`src/hdl/rh_status_regs.vh`:
```
// constants for the root hub descriptor and status register bank
`ifndef RH_STATUS_REGS_VH
`define RH_STATUS_REGS_VH
`define OFS_PORT_DESC      8'h4C
`define OFS_STATUS_CMD     8'h50
`define OFS_IRQ_STATUS     8'h54
`define OFS_IRQ_MASK       8'h58
`define OFS_CONTROL        8'h5C
`define BIT_MASK_PORT2     18
`define BIT_MASK_PORT1     17
`define BIT_REM_PORT2      2
`define BIT_REM_PORT1      1
`define BIT_WAKE_CLR       31
`define BIT_OC_CHANGE      17
`define BIT_PWR_SET        16
`define BIT_WAKE_SET       15
`define BIT_OC_IND         1
`define BIT_PWR_CLR        0
`define BIT_CTL_PSM        0
`define BIT_CTL_GANGED_OC  1
`define RST_PORT_MASK      2'h0
`define RST_OC_CHANGE      1'h1
`define RST_CTL_PSM        1'h0
`define RST_CTL_GANGED_OC  1'h1
`define IRQ_BIT_OC         0
`define IRQ_BIT_REM        1
`endif

```
`src/hdl/usb_root_hub_desc_status_regs.v`:
```
// root hub port descriptor and hub status/command registers, AXI4-Lite slave
// Summary of operation
// - descriptor bit 18 masks port 2 power control when one
// - descriptor bit 17 masks port 1 power control when one
// - descriptor bits 31:19 read one; software writes one
// - power mask field restored only by hardware reset
// - descriptor bit 2 reports device connected on port 2
// - descriptor bit 1 reports device connected on port 1
// - descriptor bit 16 and other low bits read zero
// - writing one to status bit 31 clears remote wakeup enable
// - overcurrent change flag sets when overcurrent indicator changes
// - writing one clears overcurrent change flag, zero keeps it
// - wakeup, change, power bits reset only by hardware reset
// - bits 16, 15, 0 are commands on write; bits 15, 0 read status, bit 16 reads zero
// - power set command powers all ports or unmasked ports only
// - power clear command unpowers all ports or unmasked ports only
// - writing one to bit 15 sets remote wakeup enable
// - overcurrent indicator reads one during ganged overcurrent
`timescale 1ns/1ps
`default_nettype none
`include "rh_status_regs.vh"
module usb_root_hub_desc_status_regs (
   input  wire        MCLK,
   input  wire        SYS_RST,
   input  wire        SOFT_RST,
   input  wire [1:0]  PORT_CONNECTED,
   input  wire        OVERCURRENT_IN,
   input  wire        LOCAL_POWER_IN,
   input  wire        DEVICE_WAKE_IN,
   input  wire [31:0] S_AXI_AWADDR,
   input  wire        S_AXI_AWVALID,
   output reg         S_AXI_AWREADY,
   input  wire [31:0] S_AXI_WDATA,
   input  wire [3:0]  S_AXI_WSTRB,
   input  wire        S_AXI_WVALID,
   output reg         S_AXI_WREADY,
   output reg  [1:0]  S_AXI_BRESP,
   output reg         S_AXI_BVALID,
   input  wire        S_AXI_BREADY,
   input  wire [31:0] S_AXI_ARADDR,
   input  wire        S_AXI_ARVALID,
   output reg         S_AXI_ARREADY,
   output reg  [31:0] S_AXI_RDATA,
   output reg  [1:0]  S_AXI_RRESP,
   output reg         S_AXI_RVALID,
   input  wire        S_AXI_RREADY,
   output reg  [1:0]  PORT_POWER,
   output reg         REMOTE_WAKEUP_ENABLE,
   output reg         IRQ
);

////////////////////////////////////////////////////////////////////////////////
// state
reg  [1:0]  port_power_mask;
reg  [1:0]  port_removable;
reg  [1:0]  port_removable_prev;
reg         overcurrent_indicator;
reg         overcurrent_prev;
reg         overcurrent_change_flag;
reg         power_switch_mode;
reg         ganged_oc_mode;
reg  [1:0]  irq_status;
reg  [1:0]  irq_mask;
reg  [7:0]  aw_addr;
reg         aw_held;
reg  [31:0] w_data;
reg  [3:0]  w_strb;
reg         w_held;
wire        oc_event;
wire [1:0]  rem_event;
wire        do_write;
wire [31:0] wmask;
wire [31:0] wbits;
wire        sel_desc;
wire        sel_status;
wire        sel_irq_st;
wire        sel_irq_mk;
wire        sel_ctrl;
wire        pwr_set;
wire        pwr_clr;
wire [1:0]  irq_set;
wire [1:0]  irq_clear;
wire [1:0]  next_irq_status;
wire [1:0]  port_locked;
wire [1:0]  next_power;
genvar      gi;

function [31:0] lane_mask;
   input [3:0] strb;
   lane_mask = {{8{strb[3]}}, {8{strb[2]}}, {8{strb[1]}}, {8{strb[0]}}};
endfunction

function hit;
   input [7:0] a;
   input [7:0] ofs;
   hit = (a == ofs);
endfunction

assign do_write  = aw_held && w_held && !S_AXI_BVALID;
assign wmask     = lane_mask(w_strb);
assign wbits     = w_data & wmask;
assign oc_event  = overcurrent_indicator != overcurrent_prev;
assign rem_event = port_removable ^ port_removable_prev;

////////////////////////////////////////////////////////////////////////////////
// write decode, one strobe per register
assign sel_desc        = do_write && hit(aw_addr, `OFS_PORT_DESC);
assign sel_status      = do_write && hit(aw_addr, `OFS_STATUS_CMD);
assign sel_irq_st      = do_write && hit(aw_addr, `OFS_IRQ_STATUS);
assign sel_irq_mk      = do_write && hit(aw_addr, `OFS_IRQ_MASK);
assign sel_ctrl        = do_write && hit(aw_addr, `OFS_CONTROL);
assign pwr_set         = sel_status && wbits[`BIT_PWR_SET];
assign pwr_clr         = sel_status && wbits[`BIT_PWR_CLR];
assign irq_set         = {|rem_event, oc_event};
assign irq_clear       = sel_irq_st ? wbits[1:0] : 2'h0;
assign next_irq_status = (irq_status & ~irq_clear) | irq_set;

////////////////////////////////////////////////////////////////////////////////
// write channel
always @(posedge MCLK or posedge SYS_RST) begin
   if (SYS_RST) begin
      S_AXI_AWREADY <= 1'b0;
      S_AXI_WREADY  <= 1'b0;
      S_AXI_BVALID  <= 1'b0;
      S_AXI_BRESP   <= 2'h0;
      aw_held       <= 1'b0;
      w_held        <= 1'b0;
      aw_addr       <= 8'h00;
      w_data        <= 32'h00000000;
      w_strb        <= 4'h0;
   end else begin
      S_AXI_AWREADY <= !aw_held && !S_AXI_AWREADY && S_AXI_AWVALID;
      S_AXI_WREADY  <= !w_held && !S_AXI_WREADY && S_AXI_WVALID;
      if (S_AXI_AWVALID && S_AXI_AWREADY) begin
         aw_held <= 1'b1;
         aw_addr <= S_AXI_AWADDR[7:0];
      end
      if (S_AXI_WVALID && S_AXI_WREADY) begin
         w_held <= 1'b1;
         w_data <= S_AXI_WDATA;
         w_strb <= S_AXI_WSTRB;
      end
      if (do_write) begin
         aw_held      <= 1'b0;
         w_held       <= 1'b0;
         S_AXI_BVALID <= 1'b1;
         if (hit(aw_addr, `OFS_PORT_DESC) || hit(aw_addr, `OFS_STATUS_CMD) ||
             hit(aw_addr, `OFS_IRQ_STATUS) || hit(aw_addr, `OFS_IRQ_MASK) ||
             hit(aw_addr, `OFS_CONTROL))
            S_AXI_BRESP <= 2'h0;
         else
            S_AXI_BRESP <= 2'h2;
      end else if (S_AXI_BVALID && S_AXI_BREADY) begin
         S_AXI_BVALID <= 1'b0;
      end
   end
end

////////////////////////////////////////////////////////////////////////////////
// descriptor power mask; no soft reset reaches it
always @(posedge MCLK or posedge SYS_RST) begin
   if (SYS_RST) begin
      port_power_mask <= `RST_PORT_MASK;
   end else if (sel_desc && w_strb[2]) begin
      port_power_mask[1] <= w_data[`BIT_MASK_PORT2];
      port_power_mask[0] <= w_data[`BIT_MASK_PORT1];
   end
end

////////////////////////////////////////////////////////////////////////////////
// overcurrent indicator and its previous value
always @(posedge MCLK or posedge SYS_RST) begin
   if (SYS_RST) begin
      overcurrent_indicator <= 1'b0;
      overcurrent_prev      <= 1'b0;
   end else begin
      overcurrent_indicator <= ganged_oc_mode & OVERCURRENT_IN;
      overcurrent_prev      <= overcurrent_indicator;
   end
end

////////////////////////////////////////////////////////////////////////////////
// device presence and its previous value
always @(posedge MCLK or posedge SYS_RST) begin
   if (SYS_RST) begin
      port_removable      <= 2'h0;
      port_removable_prev <= 2'h0;
   end else begin
      port_removable      <= PORT_CONNECTED;
      port_removable_prev <= port_removable;
   end
end

////////////////////////////////////////////////////////////////////////////////
// remote wakeup enable; clear wins over set
always @(posedge MCLK or posedge SYS_RST) begin
   if (SYS_RST) begin
      REMOTE_WAKEUP_ENABLE <= 1'b0;
   end else if (sel_status && wbits[`BIT_WAKE_CLR]) begin
      REMOTE_WAKEUP_ENABLE <= 1'b0;
   end else if (sel_status && wbits[`BIT_WAKE_SET]) begin
      REMOTE_WAKEUP_ENABLE <= 1'b1;
   end
end

////////////////////////////////////////////////////////////////////////////////
// global power commands, one slice per port; set wins over clear
generate
   for (gi = 0; gi < 2; gi = gi + 1) begin : g_port
      // a masked port in per-port mode ignores both commands
      assign port_locked[gi] = power_switch_mode & port_power_mask[gi];
      assign next_power[gi]  = port_locked[gi] ? PORT_POWER[gi] :
                               pwr_set         ? 1'b1 :
                               pwr_clr         ? 1'b0 : PORT_POWER[gi];
   end
endgenerate

always @(posedge MCLK or posedge SYS_RST) begin
   if (SYS_RST)
      PORT_POWER <= 2'h0;
   else
      PORT_POWER <= next_power;
end

////////////////////////////////////////////////////////////////////////////////
// overcurrent change flag; a change in the clear cycle wins
always @(posedge MCLK or posedge SYS_RST) begin
   if (SYS_RST) begin
      overcurrent_change_flag <= `RST_OC_CHANGE;
   end else if (oc_event) begin
      overcurrent_change_flag <= 1'b1;
   end else if (sel_status && wbits[`BIT_OC_CHANGE]) begin
      overcurrent_change_flag <= 1'b0;
   end
end

////////////////////////////////////////////////////////////////////////////////
// power switching and overcurrent reporting modes
always @(posedge MCLK or posedge SYS_RST) begin
   if (SYS_RST) begin
      power_switch_mode <= `RST_CTL_PSM;
      ganged_oc_mode    <= `RST_CTL_GANGED_OC;
   end else if (sel_ctrl && w_strb[0]) begin
      power_switch_mode <= w_data[`BIT_CTL_PSM];
      ganged_oc_mode    <= w_data[`BIT_CTL_GANGED_OC];
   end
end

////////////////////////////////////////////////////////////////////////////////
// interrupt status, mask and output; soft reset empties the status
always @(posedge MCLK or posedge SYS_RST) begin
   if (SYS_RST) begin
      irq_status <= 2'h0;
      irq_mask   <= 2'h0;
      IRQ        <= 1'b0;
   end else begin
      if (sel_irq_mk && w_strb[0])
         irq_mask <= w_data[1:0];
      if (SOFT_RST)
         irq_status <= 2'h0;
      else
         irq_status <= next_irq_status;
      IRQ <= |(irq_status & irq_mask);
   end
end

////////////////////////////////////////////////////////////////////////////////
// read channel
always @(posedge MCLK or posedge SYS_RST) begin
   if (SYS_RST) begin
      S_AXI_ARREADY <= 1'b0;
      S_AXI_RVALID  <= 1'b0;
      S_AXI_RDATA   <= 32'h00000000;
      S_AXI_RRESP   <= 2'h0;
   end else begin
      S_AXI_ARREADY <= !S_AXI_ARREADY && !S_AXI_RVALID && S_AXI_ARVALID;
      if (S_AXI_ARVALID && S_AXI_ARREADY) begin
         S_AXI_RVALID <= 1'b1;
         S_AXI_RRESP  <= 2'h0;
         case (S_AXI_ARADDR[7:0])
            `OFS_PORT_DESC:
               // upper reserved ones, bit 16 and low spare bits zero
               S_AXI_RDATA <= {13'h1FFF, port_power_mask, 1'b0,
                               13'h0000, port_removable, 1'b0};
            `OFS_STATUS_CMD:
               S_AXI_RDATA <= {14'h0000, overcurrent_change_flag, 1'b0,
                               DEVICE_WAKE_IN, 13'h0000,
                               overcurrent_indicator, LOCAL_POWER_IN};
            `OFS_IRQ_STATUS:
               S_AXI_RDATA <= {30'h00000000, irq_status};
            `OFS_IRQ_MASK:
               S_AXI_RDATA <= {30'h00000000, irq_mask};
            `OFS_CONTROL:
               S_AXI_RDATA <= {30'h00000000, ganged_oc_mode, power_switch_mode};
            default: begin
               S_AXI_RDATA <= 32'h00000000;
               S_AXI_RRESP <= 2'h2;
            end
         endcase
      end else if (S_AXI_RVALID && S_AXI_RREADY) begin
         S_AXI_RVALID <= 1'b0;
      end
   end
end

endmodule
`default_nettype wire

```
`config.mk`:
```
export PLATFORM = sky130hd
export DESIGN_NAME = usb_root_hub_desc_status_regs
export DESIGN_NICKNAME = d
export VERILOG_FILES = /design/src/hdl/usb_root_hub_desc_status_regs.v
export VERILOG_INCLUDE_DIRS = /design/src /design/src/hdl
export SDC_FILE = /design/constraint.sdc
export NUM_CORES = 1
export LEC_CHECK = 0
export BUFFER_PORTS_ARGS = -buffer_cell sky130_fd_sc_hd__buf_2
export CAP_MARGIN = 0
export CORE_MARGIN = 2
export CORE_UTILIZATION = 35
export DETAILED_ROUTE_END_ITERATION = 8
export PLACE_DENSITY = 0.69
export SLEW_MARGIN = 20
export SYNTH_ARGS = -nofsm -noshare
export SYNTH_HDL_FRONTEND = slang
export SYNTH_SLANG_ARGS = --single-unit
```
`constraint.sdc`:
```
create_clock -name MCLK -period 2.75 [get_ports MCLK]
set_input_delay 0.275 -clock MCLK [delete_from_list [all_inputs] [get_ports MCLK]]
set_output_delay 0.275 -clock MCLK [all_outputs]
set_load 0.01 [all_outputs]
```
==> impl_metrics.env, run 1 <==
export IMPL_status="completed"
export IMPL_clk_pin_slew_ps=90
export IMPL_setup_viol=0
export IMPL_final_common_cell="buf_2"
export IMPL_grt_util_all_layers_pct=13.1
export IMPL_maxCapViolCount=0
export IMPL_dieArea_um2=7580
export IMPL_core_um2=6720
export IMPL_routed_wl_um=4700
export IMPL_cts_tree="built"
export IMPL_timing_slew_headroom_pct=60.7
export IMPL_synthesis_area_um2=2420
export IMPL_cts_buffers=5
export IMPL_synth_warning_count=0
export IMPL_die_y_um=87.1
export IMPL_grt_util_met2_pct=20.6
export IMPL_path_cells="or4b_1 -> or3_1 -> nor4b_2 -> mux2_2"
export IMPL_min_period_ps=2290
export IMPL_die_w_um=87.1
export IMPL_grt_setup_unrepaired="false"
export IMPL_critPathArrivalTime_ps=2480
export IMPL_critPathTopFamily="simple AND/OR/NAND/NOR gates"
export IMPL_grt_util_met3_pct=4.36
export IMPL_path_buf_inv=0
export IMPL_netlist_area_leader_share_pct=53.9
export IMPL_seq_area_um2=1350
export IMPL_finalHoldViolCount=0
export IMPL_post_cts_buffers=0
export IMPL_routed_via_density=4.77
export IMPL_nNetsFinal=371
export IMPL_layout_drive_gt1_share_pct=42.5
export IMPL_ios=158
export IMPL_cpPeakStageDelay_ps=540
export IMPL_antenna_found_initial=0
export IMPL_detail_route_wl_per_cell_um=13.9
export IMPL_mostFrequentLayoutCells="buf_2, dfrtp_1, mux2_2"
export IMPL_multi_input_area_um2=863
export IMPL_htreeDepth=2
export IMPL_drcViolationCount=0
export IMPL_holdBufCountCts=0
export IMPL_synthToLayoutAreaGrowth_pct=16.1
export IMPL_critPathMaxFanout=9
export IMPL_vias=1617
export IMPL_synth_top_family_by_area="multiplexers"
export IMPL_rows=30
export IMPL_cts_root_buf="clkbuf_8"
export IMPL_hp_class="input pin to async pin"
export IMPL_busiest_layer="met2"
export IMPL_port_buffer_count=69
export IMPL_cp_required_ps=2940
export IMPL_synth_seq_area_share_pct=56.0
export IMPL_synth_xor_area_share_pct=1.09
export IMPL_p_leak_nw=1.40
export IMPL_dp_hpwl_um=3560
export IMPL_drt_iter0_markers=68
export IMPL_syn_inst=198
export IMPL_ys_ff_latch=54
export IMPL_grt_pass1_vias=1625
export IMPL_final_antenna_net_count=0
export IMPL_start_util_pct=36.0
export IMPL_crit_type="flop to flop"
export IMPL_antennaDiodeCount=0
export IMPL_critPathSlowestCell="or4b_1"
export IMPL_pwr_density_cell_nw_per_um2=766
export IMPL_fillers=658
export IMPL_clock_fmax_mhz=437
export IMPL_first_pass_iters=4
export IMPL_grt_pass1_wl_um=7800
export IMPL_clock_path_buffers=2
export IMPL_finalClockSkew_ps=6.07
export IMPL_crit_path_start_kind="flop"
export IMPL_period_share_pct=83.1
export IMPL_fin_setup_tns_ps=0
export IMPL_end_kind="flop"
export IMPL_avgSynthCellArea_um2=12.2
export IMPL_cts_resized=0
export IMPL_ir_drop_mv=0.405
export IMPL_synthAdderAreaFrac_pct=0
export IMPL_globalRouteMet1Util_pct=17.2
export IMPL_synthDistinctLibCells=39
export IMPL_muxShareOfSynthArea_pct=13.1
export IMPL_clock_latency_ps=300
export IMPL_yosys_area_top_type="dfrtp_1"
export IMPL_final_max_slew_viol_count=0
export IMPL_ys_top_cells_by_area="dfrtp_1, mux2_2, buf_4"
export IMPL_gp_congestion=0.767
export IMPL_cts_sinks=54
export IMPL_grt_max_degree=30
export IMPL_synth_compound_area_share_pct=8.34
export IMPL_grt_ovfl_total=0
export IMPL_synth_simple_area_share_pct=10.9
export IMPL_fin_util_pct=41.8
export IMPL_tightestPinTransition_ps=588
-- cells by family after synthesis --
family | count (synthesis)
AO/OA/AOI/OAI | 30
AND/OR/NAND/NOR | 45
flip-flops | 54
other | 1
buffers and inverters | 38
multiplexers | 27
XOR/XNOR | 3
-- report_power, final --
part / total [W] / internal (W) / switching (W)
Clock: 0.000517 / 0.000268 / 0.000248
Sequential: 0.00119 / 0.00101 / 0.000175
Combinational: 0.000447 / 0.000246 / 0.000202
-- Yosys cell counts (all sizes together) --
master   instances
a22o             3
o41ai            2
nor2b            2
nand4            2
and4b            1
or3b             1
inv              7
conb             1
or4b             1
nor3b            4
a22oi            2
a21o             1
nand3            6
clkbuf           3
a2bb2oi          1
nor4b            1
dfrtp           52
nand2           14
and2             4
a21boi           2
buf             28
xnor2            3
mux4             1
nand4b           1
nor3             2
o21ai            9
o21a             1
dfstp            2
mux2            26
o31ai            3
nor4             1
nand3b           1
a31oi            2
and3b            1
a21oi            3
or3              1
nor2             2
a221oi           1
-- final timing paths --
| check | from | cells after the start | endpoint | slack [ps] |
|---|---|---|---|---|
| max | aw_addr[1] | 4 | irq_mask[1] | 460 |
| min | SYS_RST | 2 | S_AXI_RDATA[18] | 20 |
| max reg2reg | aw_addr[1] | 4 | irq_mask[1] | 460 |
| min reg2reg | overcurrent_indicator | 0 | overcurrent_prev | 440 |
| max in group asynchronous | SYS_RST | 3 | aw_held | 1980 |
| min in group MCLK | PORT_CONNECTED[0] | 1 | port_removable[0] | 80 |
-- per-layer routing --
layer	vias up	part of all wire, %
li1	772	-
met4	0	0.85
met2	79	44
met3	5	9.0
met1	761	46
met5	-	0
-- final cells by class --
type                            count  area share (%)
Inverter                            7           0.937
Timing Repair Buffer               70            12.6
Sequential cell                    54            48.3
Multi-Input combinational cell    120            30.8
Clock inverter                      3            1.43
Tap cell                           80            3.57
Clock buffer                        5            2.45
-- sequential cells by signal, summed over array words and instances, names as in the netlist, 2 cells and up --
signal,count
irq_mask,2
port_removable_prev,2
port_power_mask,2
w_strb,4
PORT_POWER,2
irq_status,2
aw_addr,8
S_AXI_RDATA,7
port_removable,2
w_data,7
-- stage by stage --
| stage | hold slack (ps) | area (µm²) | total power, W | setup slack (ps) | std cells |
|---|---|---|---|---|---|
| floorplan | 306 | 2470 | 0.00150 | 643 | 212 |
| global placement | 379 | 2700 | 0.00163 | 489 | 331 |
| detailed placement | 383 | 2700 | 0.00166 | 475 | 331 |
| CTS | 44.8 | 2810 | 0.00218 | 446 | 339 |
| global route | 66.1 | 2810 | 0.00230 | 337 | 339 |
| finish | 24.6 | 2810 | 0.00215 | 464 | 339 |
(Power assumes the default switching activity.)
==> run 2, diff against run 1 <==
--- a/config.mk
+++ b/config.mk
@@ -11,7 +11,7 @@
 export CORE_MARGIN = 2
 export CORE_UTILIZATION = 35
 export DETAILED_ROUTE_END_ITERATION = 8
-export PLACE_DENSITY = 0.69
+export PLACE_DENSITY = 0.71
 export SLEW_MARGIN = 20
 export SYNTH_ARGS = -nofsm -noshare
 export SYNTH_HDL_FRONTEND = slang
==> constraint.sdc (replaced) <==
create_clock -name MCLK -period 1.91 [get_ports MCLK]
set_input_delay 0.191 -clock MCLK [delete_from_list [all_inputs] [get_ports MCLK]]
set_output_delay 0.191 -clock MCLK [all_outputs]
set_load 0.01 [all_outputs]
==> run 2 against run 1 <==
The flow now finishes with violations (setup timing). Critical path depth unchanged. Via count increased by 3.3%. Maximum frequency increased by 9.6%. Cell area increased by 5.3%. Highest routed layer unchanged.
==> impl_metrics.env, run 2 (synthesis results as in run 1) <==
export IMPL_grt_max_degree=31
export IMPL_path_cells="or4b_4 -> or3_4 -> nor4b_4 -> mux2_2"
export IMPL_gp_congestion=0.723
export IMPL_htreeDepth=2
export IMPL_cts_tree="built"
export IMPL_crit_path_start_kind="flop"
export IMPL_synthToLayoutAreaGrowth_pct=22.2
export IMPL_layout_drive_gt1_share_pct=46.1
export IMPL_grt_util_all_layers_pct=13.6
export IMPL_largest_register="aw_addr"
export IMPL_p_leak_nw=1.46
export IMPL_fin_setup_tns_ps=-1250
export IMPL_largest_reg_flops=8
export IMPL_nNetsFinal=379
export IMPL_clock_fmax_mhz=480
export IMPL_ios=158
export IMPL_crit_type="flop to flop"
export IMPL_routed_via_density=4.82
export IMPL_first_pass_iters=4
export IMPL_drt_iter0_markers=39
export IMPL_cp_required_ps=2120
export IMPL_dieArea_um2=7580
export IMPL_end_kind="flop"
export IMPL_antenna_found_initial=0
export IMPL_cts_sinks=54
export IMPL_timing_slew_headroom_pct=62.5
export IMPL_critPathArrivalTime_ps=2290
export IMPL_setup_ws_ps=-175
export IMPL_cts_root_buf="clkbuf_8"
export IMPL_final_antenna_net_count=0
export IMPL_detail_route_wl_per_cell_um=13.9
export IMPL_antennaDiodeCount=0
export IMPL_grt_setup_unrepaired="true"
export IMPL_critPathMaxFanout=7
export IMPL_grt_pass1_vias=1651
export IMPL_dp_hpwl_um=3650
export IMPL_cpPeakStageDelay_ps=540
export IMPL_port_buffer_count=69
export IMPL_routed_wl_um=4810
export IMPL_min_period_ps=2080
export IMPL_start_util_pct=36.0
export IMPL_clk_pin_slew_ps=100
export IMPL_clock_path_buffers=2
export IMPL_final_common_cell="buf_2"
export IMPL_cts_buffers=5
export IMPL_grt_ovfl_total=0
export IMPL_reg_top3="aw_addr x8, S_AXI_RDATA x7, w_data x7"
export IMPL_power_w=0.00312
export IMPL_vias=1671
export IMPL_die_w_um=87.1
export IMPL_die_y_um=87.1
export IMPL_hp_class="input pin to flop"
export IMPL_period_share_pct=109
export IMPL_ir_drop_mv=0.777
export IMPL_finalHoldViolCount=0
export IMPL_tightestPinTransition_ps=561
export IMPL_violations="setup timing"
export IMPL_final_max_slew_viol_count=0
export IMPL_finalClockSkew_ps=8.25
export IMPL_critPathSlowestCell="or4b_4"
export IMPL_rows=30
export IMPL_pwr_density_cell_nw_per_um2=1060
export IMPL_mostFrequentLayoutCells="buf_2, dfrtp_1, mux2_2"
export IMPL_setup_viol=10
export IMPL_maxCapViolCount=0
export IMPL_drcViolationCount=0
export IMPL_status="complete, but fails checks"
export IMPL_grt_pass1_wl_um=7890
export IMPL_core_um2=6720
export IMPL_clock_latency_ps=310
run 2: through the flow:
stage                     worst slack (ps)  area, µm²  util (%)  cells  hold WS (ps)
after floorplan                       -163       2480         -    212           222
after global placement                -232       2740      40.8    334           279
after detailed placement              -300       2740      40.8    334           295
after CTS                             -187       2920      43.4    346          25.1
after global routing                  -227       2950      43.9    347          19.2
final                                 -175       2950      43.9    347          36.3
run 2: cell type report:
cell class              count  area (µm²)
clock buffers               6        82.6
well taps                  80         100
multi-input cells         120         945
repair buffers             78         433
inverters                   7        26.3
clock inverters             2        12.5
flip-flops and latches     54        1350
fillers                   627        3770
run 2: routing by layer:
layer  GRT usage (%)  wire length, µm
met1            17.8             2230
met2            20.7             2090
met3            5.78              453
met4            3.41               40
met5               0                0
run 2: timing repair:
action                                  CTS  global route
endpoints found under the setup margin   12            12
gates resized for setup                   8             7
endpoints found under the hold margin    24             0
gates cloned                              0             0
setup buffers                             1             1
hold buffers                              3             0
pin swaps                                 0             1
run 2: path summary, 6_finish.rpt:
check / start / to / slack, ps / cells past startpoint
worst max-delay path: aw_addr[1] / irq_mask[0] / -170 / 4
worst min-delay path: S_AXI_BREADY / S_AXI_BVALID / 40 / 2
worst max register to register: aw_addr[1] / irq_mask[0] / -170 / 4
worst min register to register: overcurrent_indicator / overcurrent_prev / 430 / 0
max in group asynchronous: SYS_RST / port_removable[1] / 890 / 4
min in group asynchronous: SYS_RST / S_AXI_RDATA[1] / 470 / 3
run 2: worst max-delay path: cells and delay by family (launching register included):
kind	cells	cell delay, ps
AND/OR/NAND/NOR	3	1230
flip-flops	1	390
multiplexers	1	370
run 2: power breakdown:
part,leakage [nW],switching (W),internal [W],total (W)
Clock,0.0472,0.000377,0.000292,0.000669
Sequential,0.681,0.000274,0.00145,0.00173
Combinational,0.727,0.000324,0.000398,0.000722
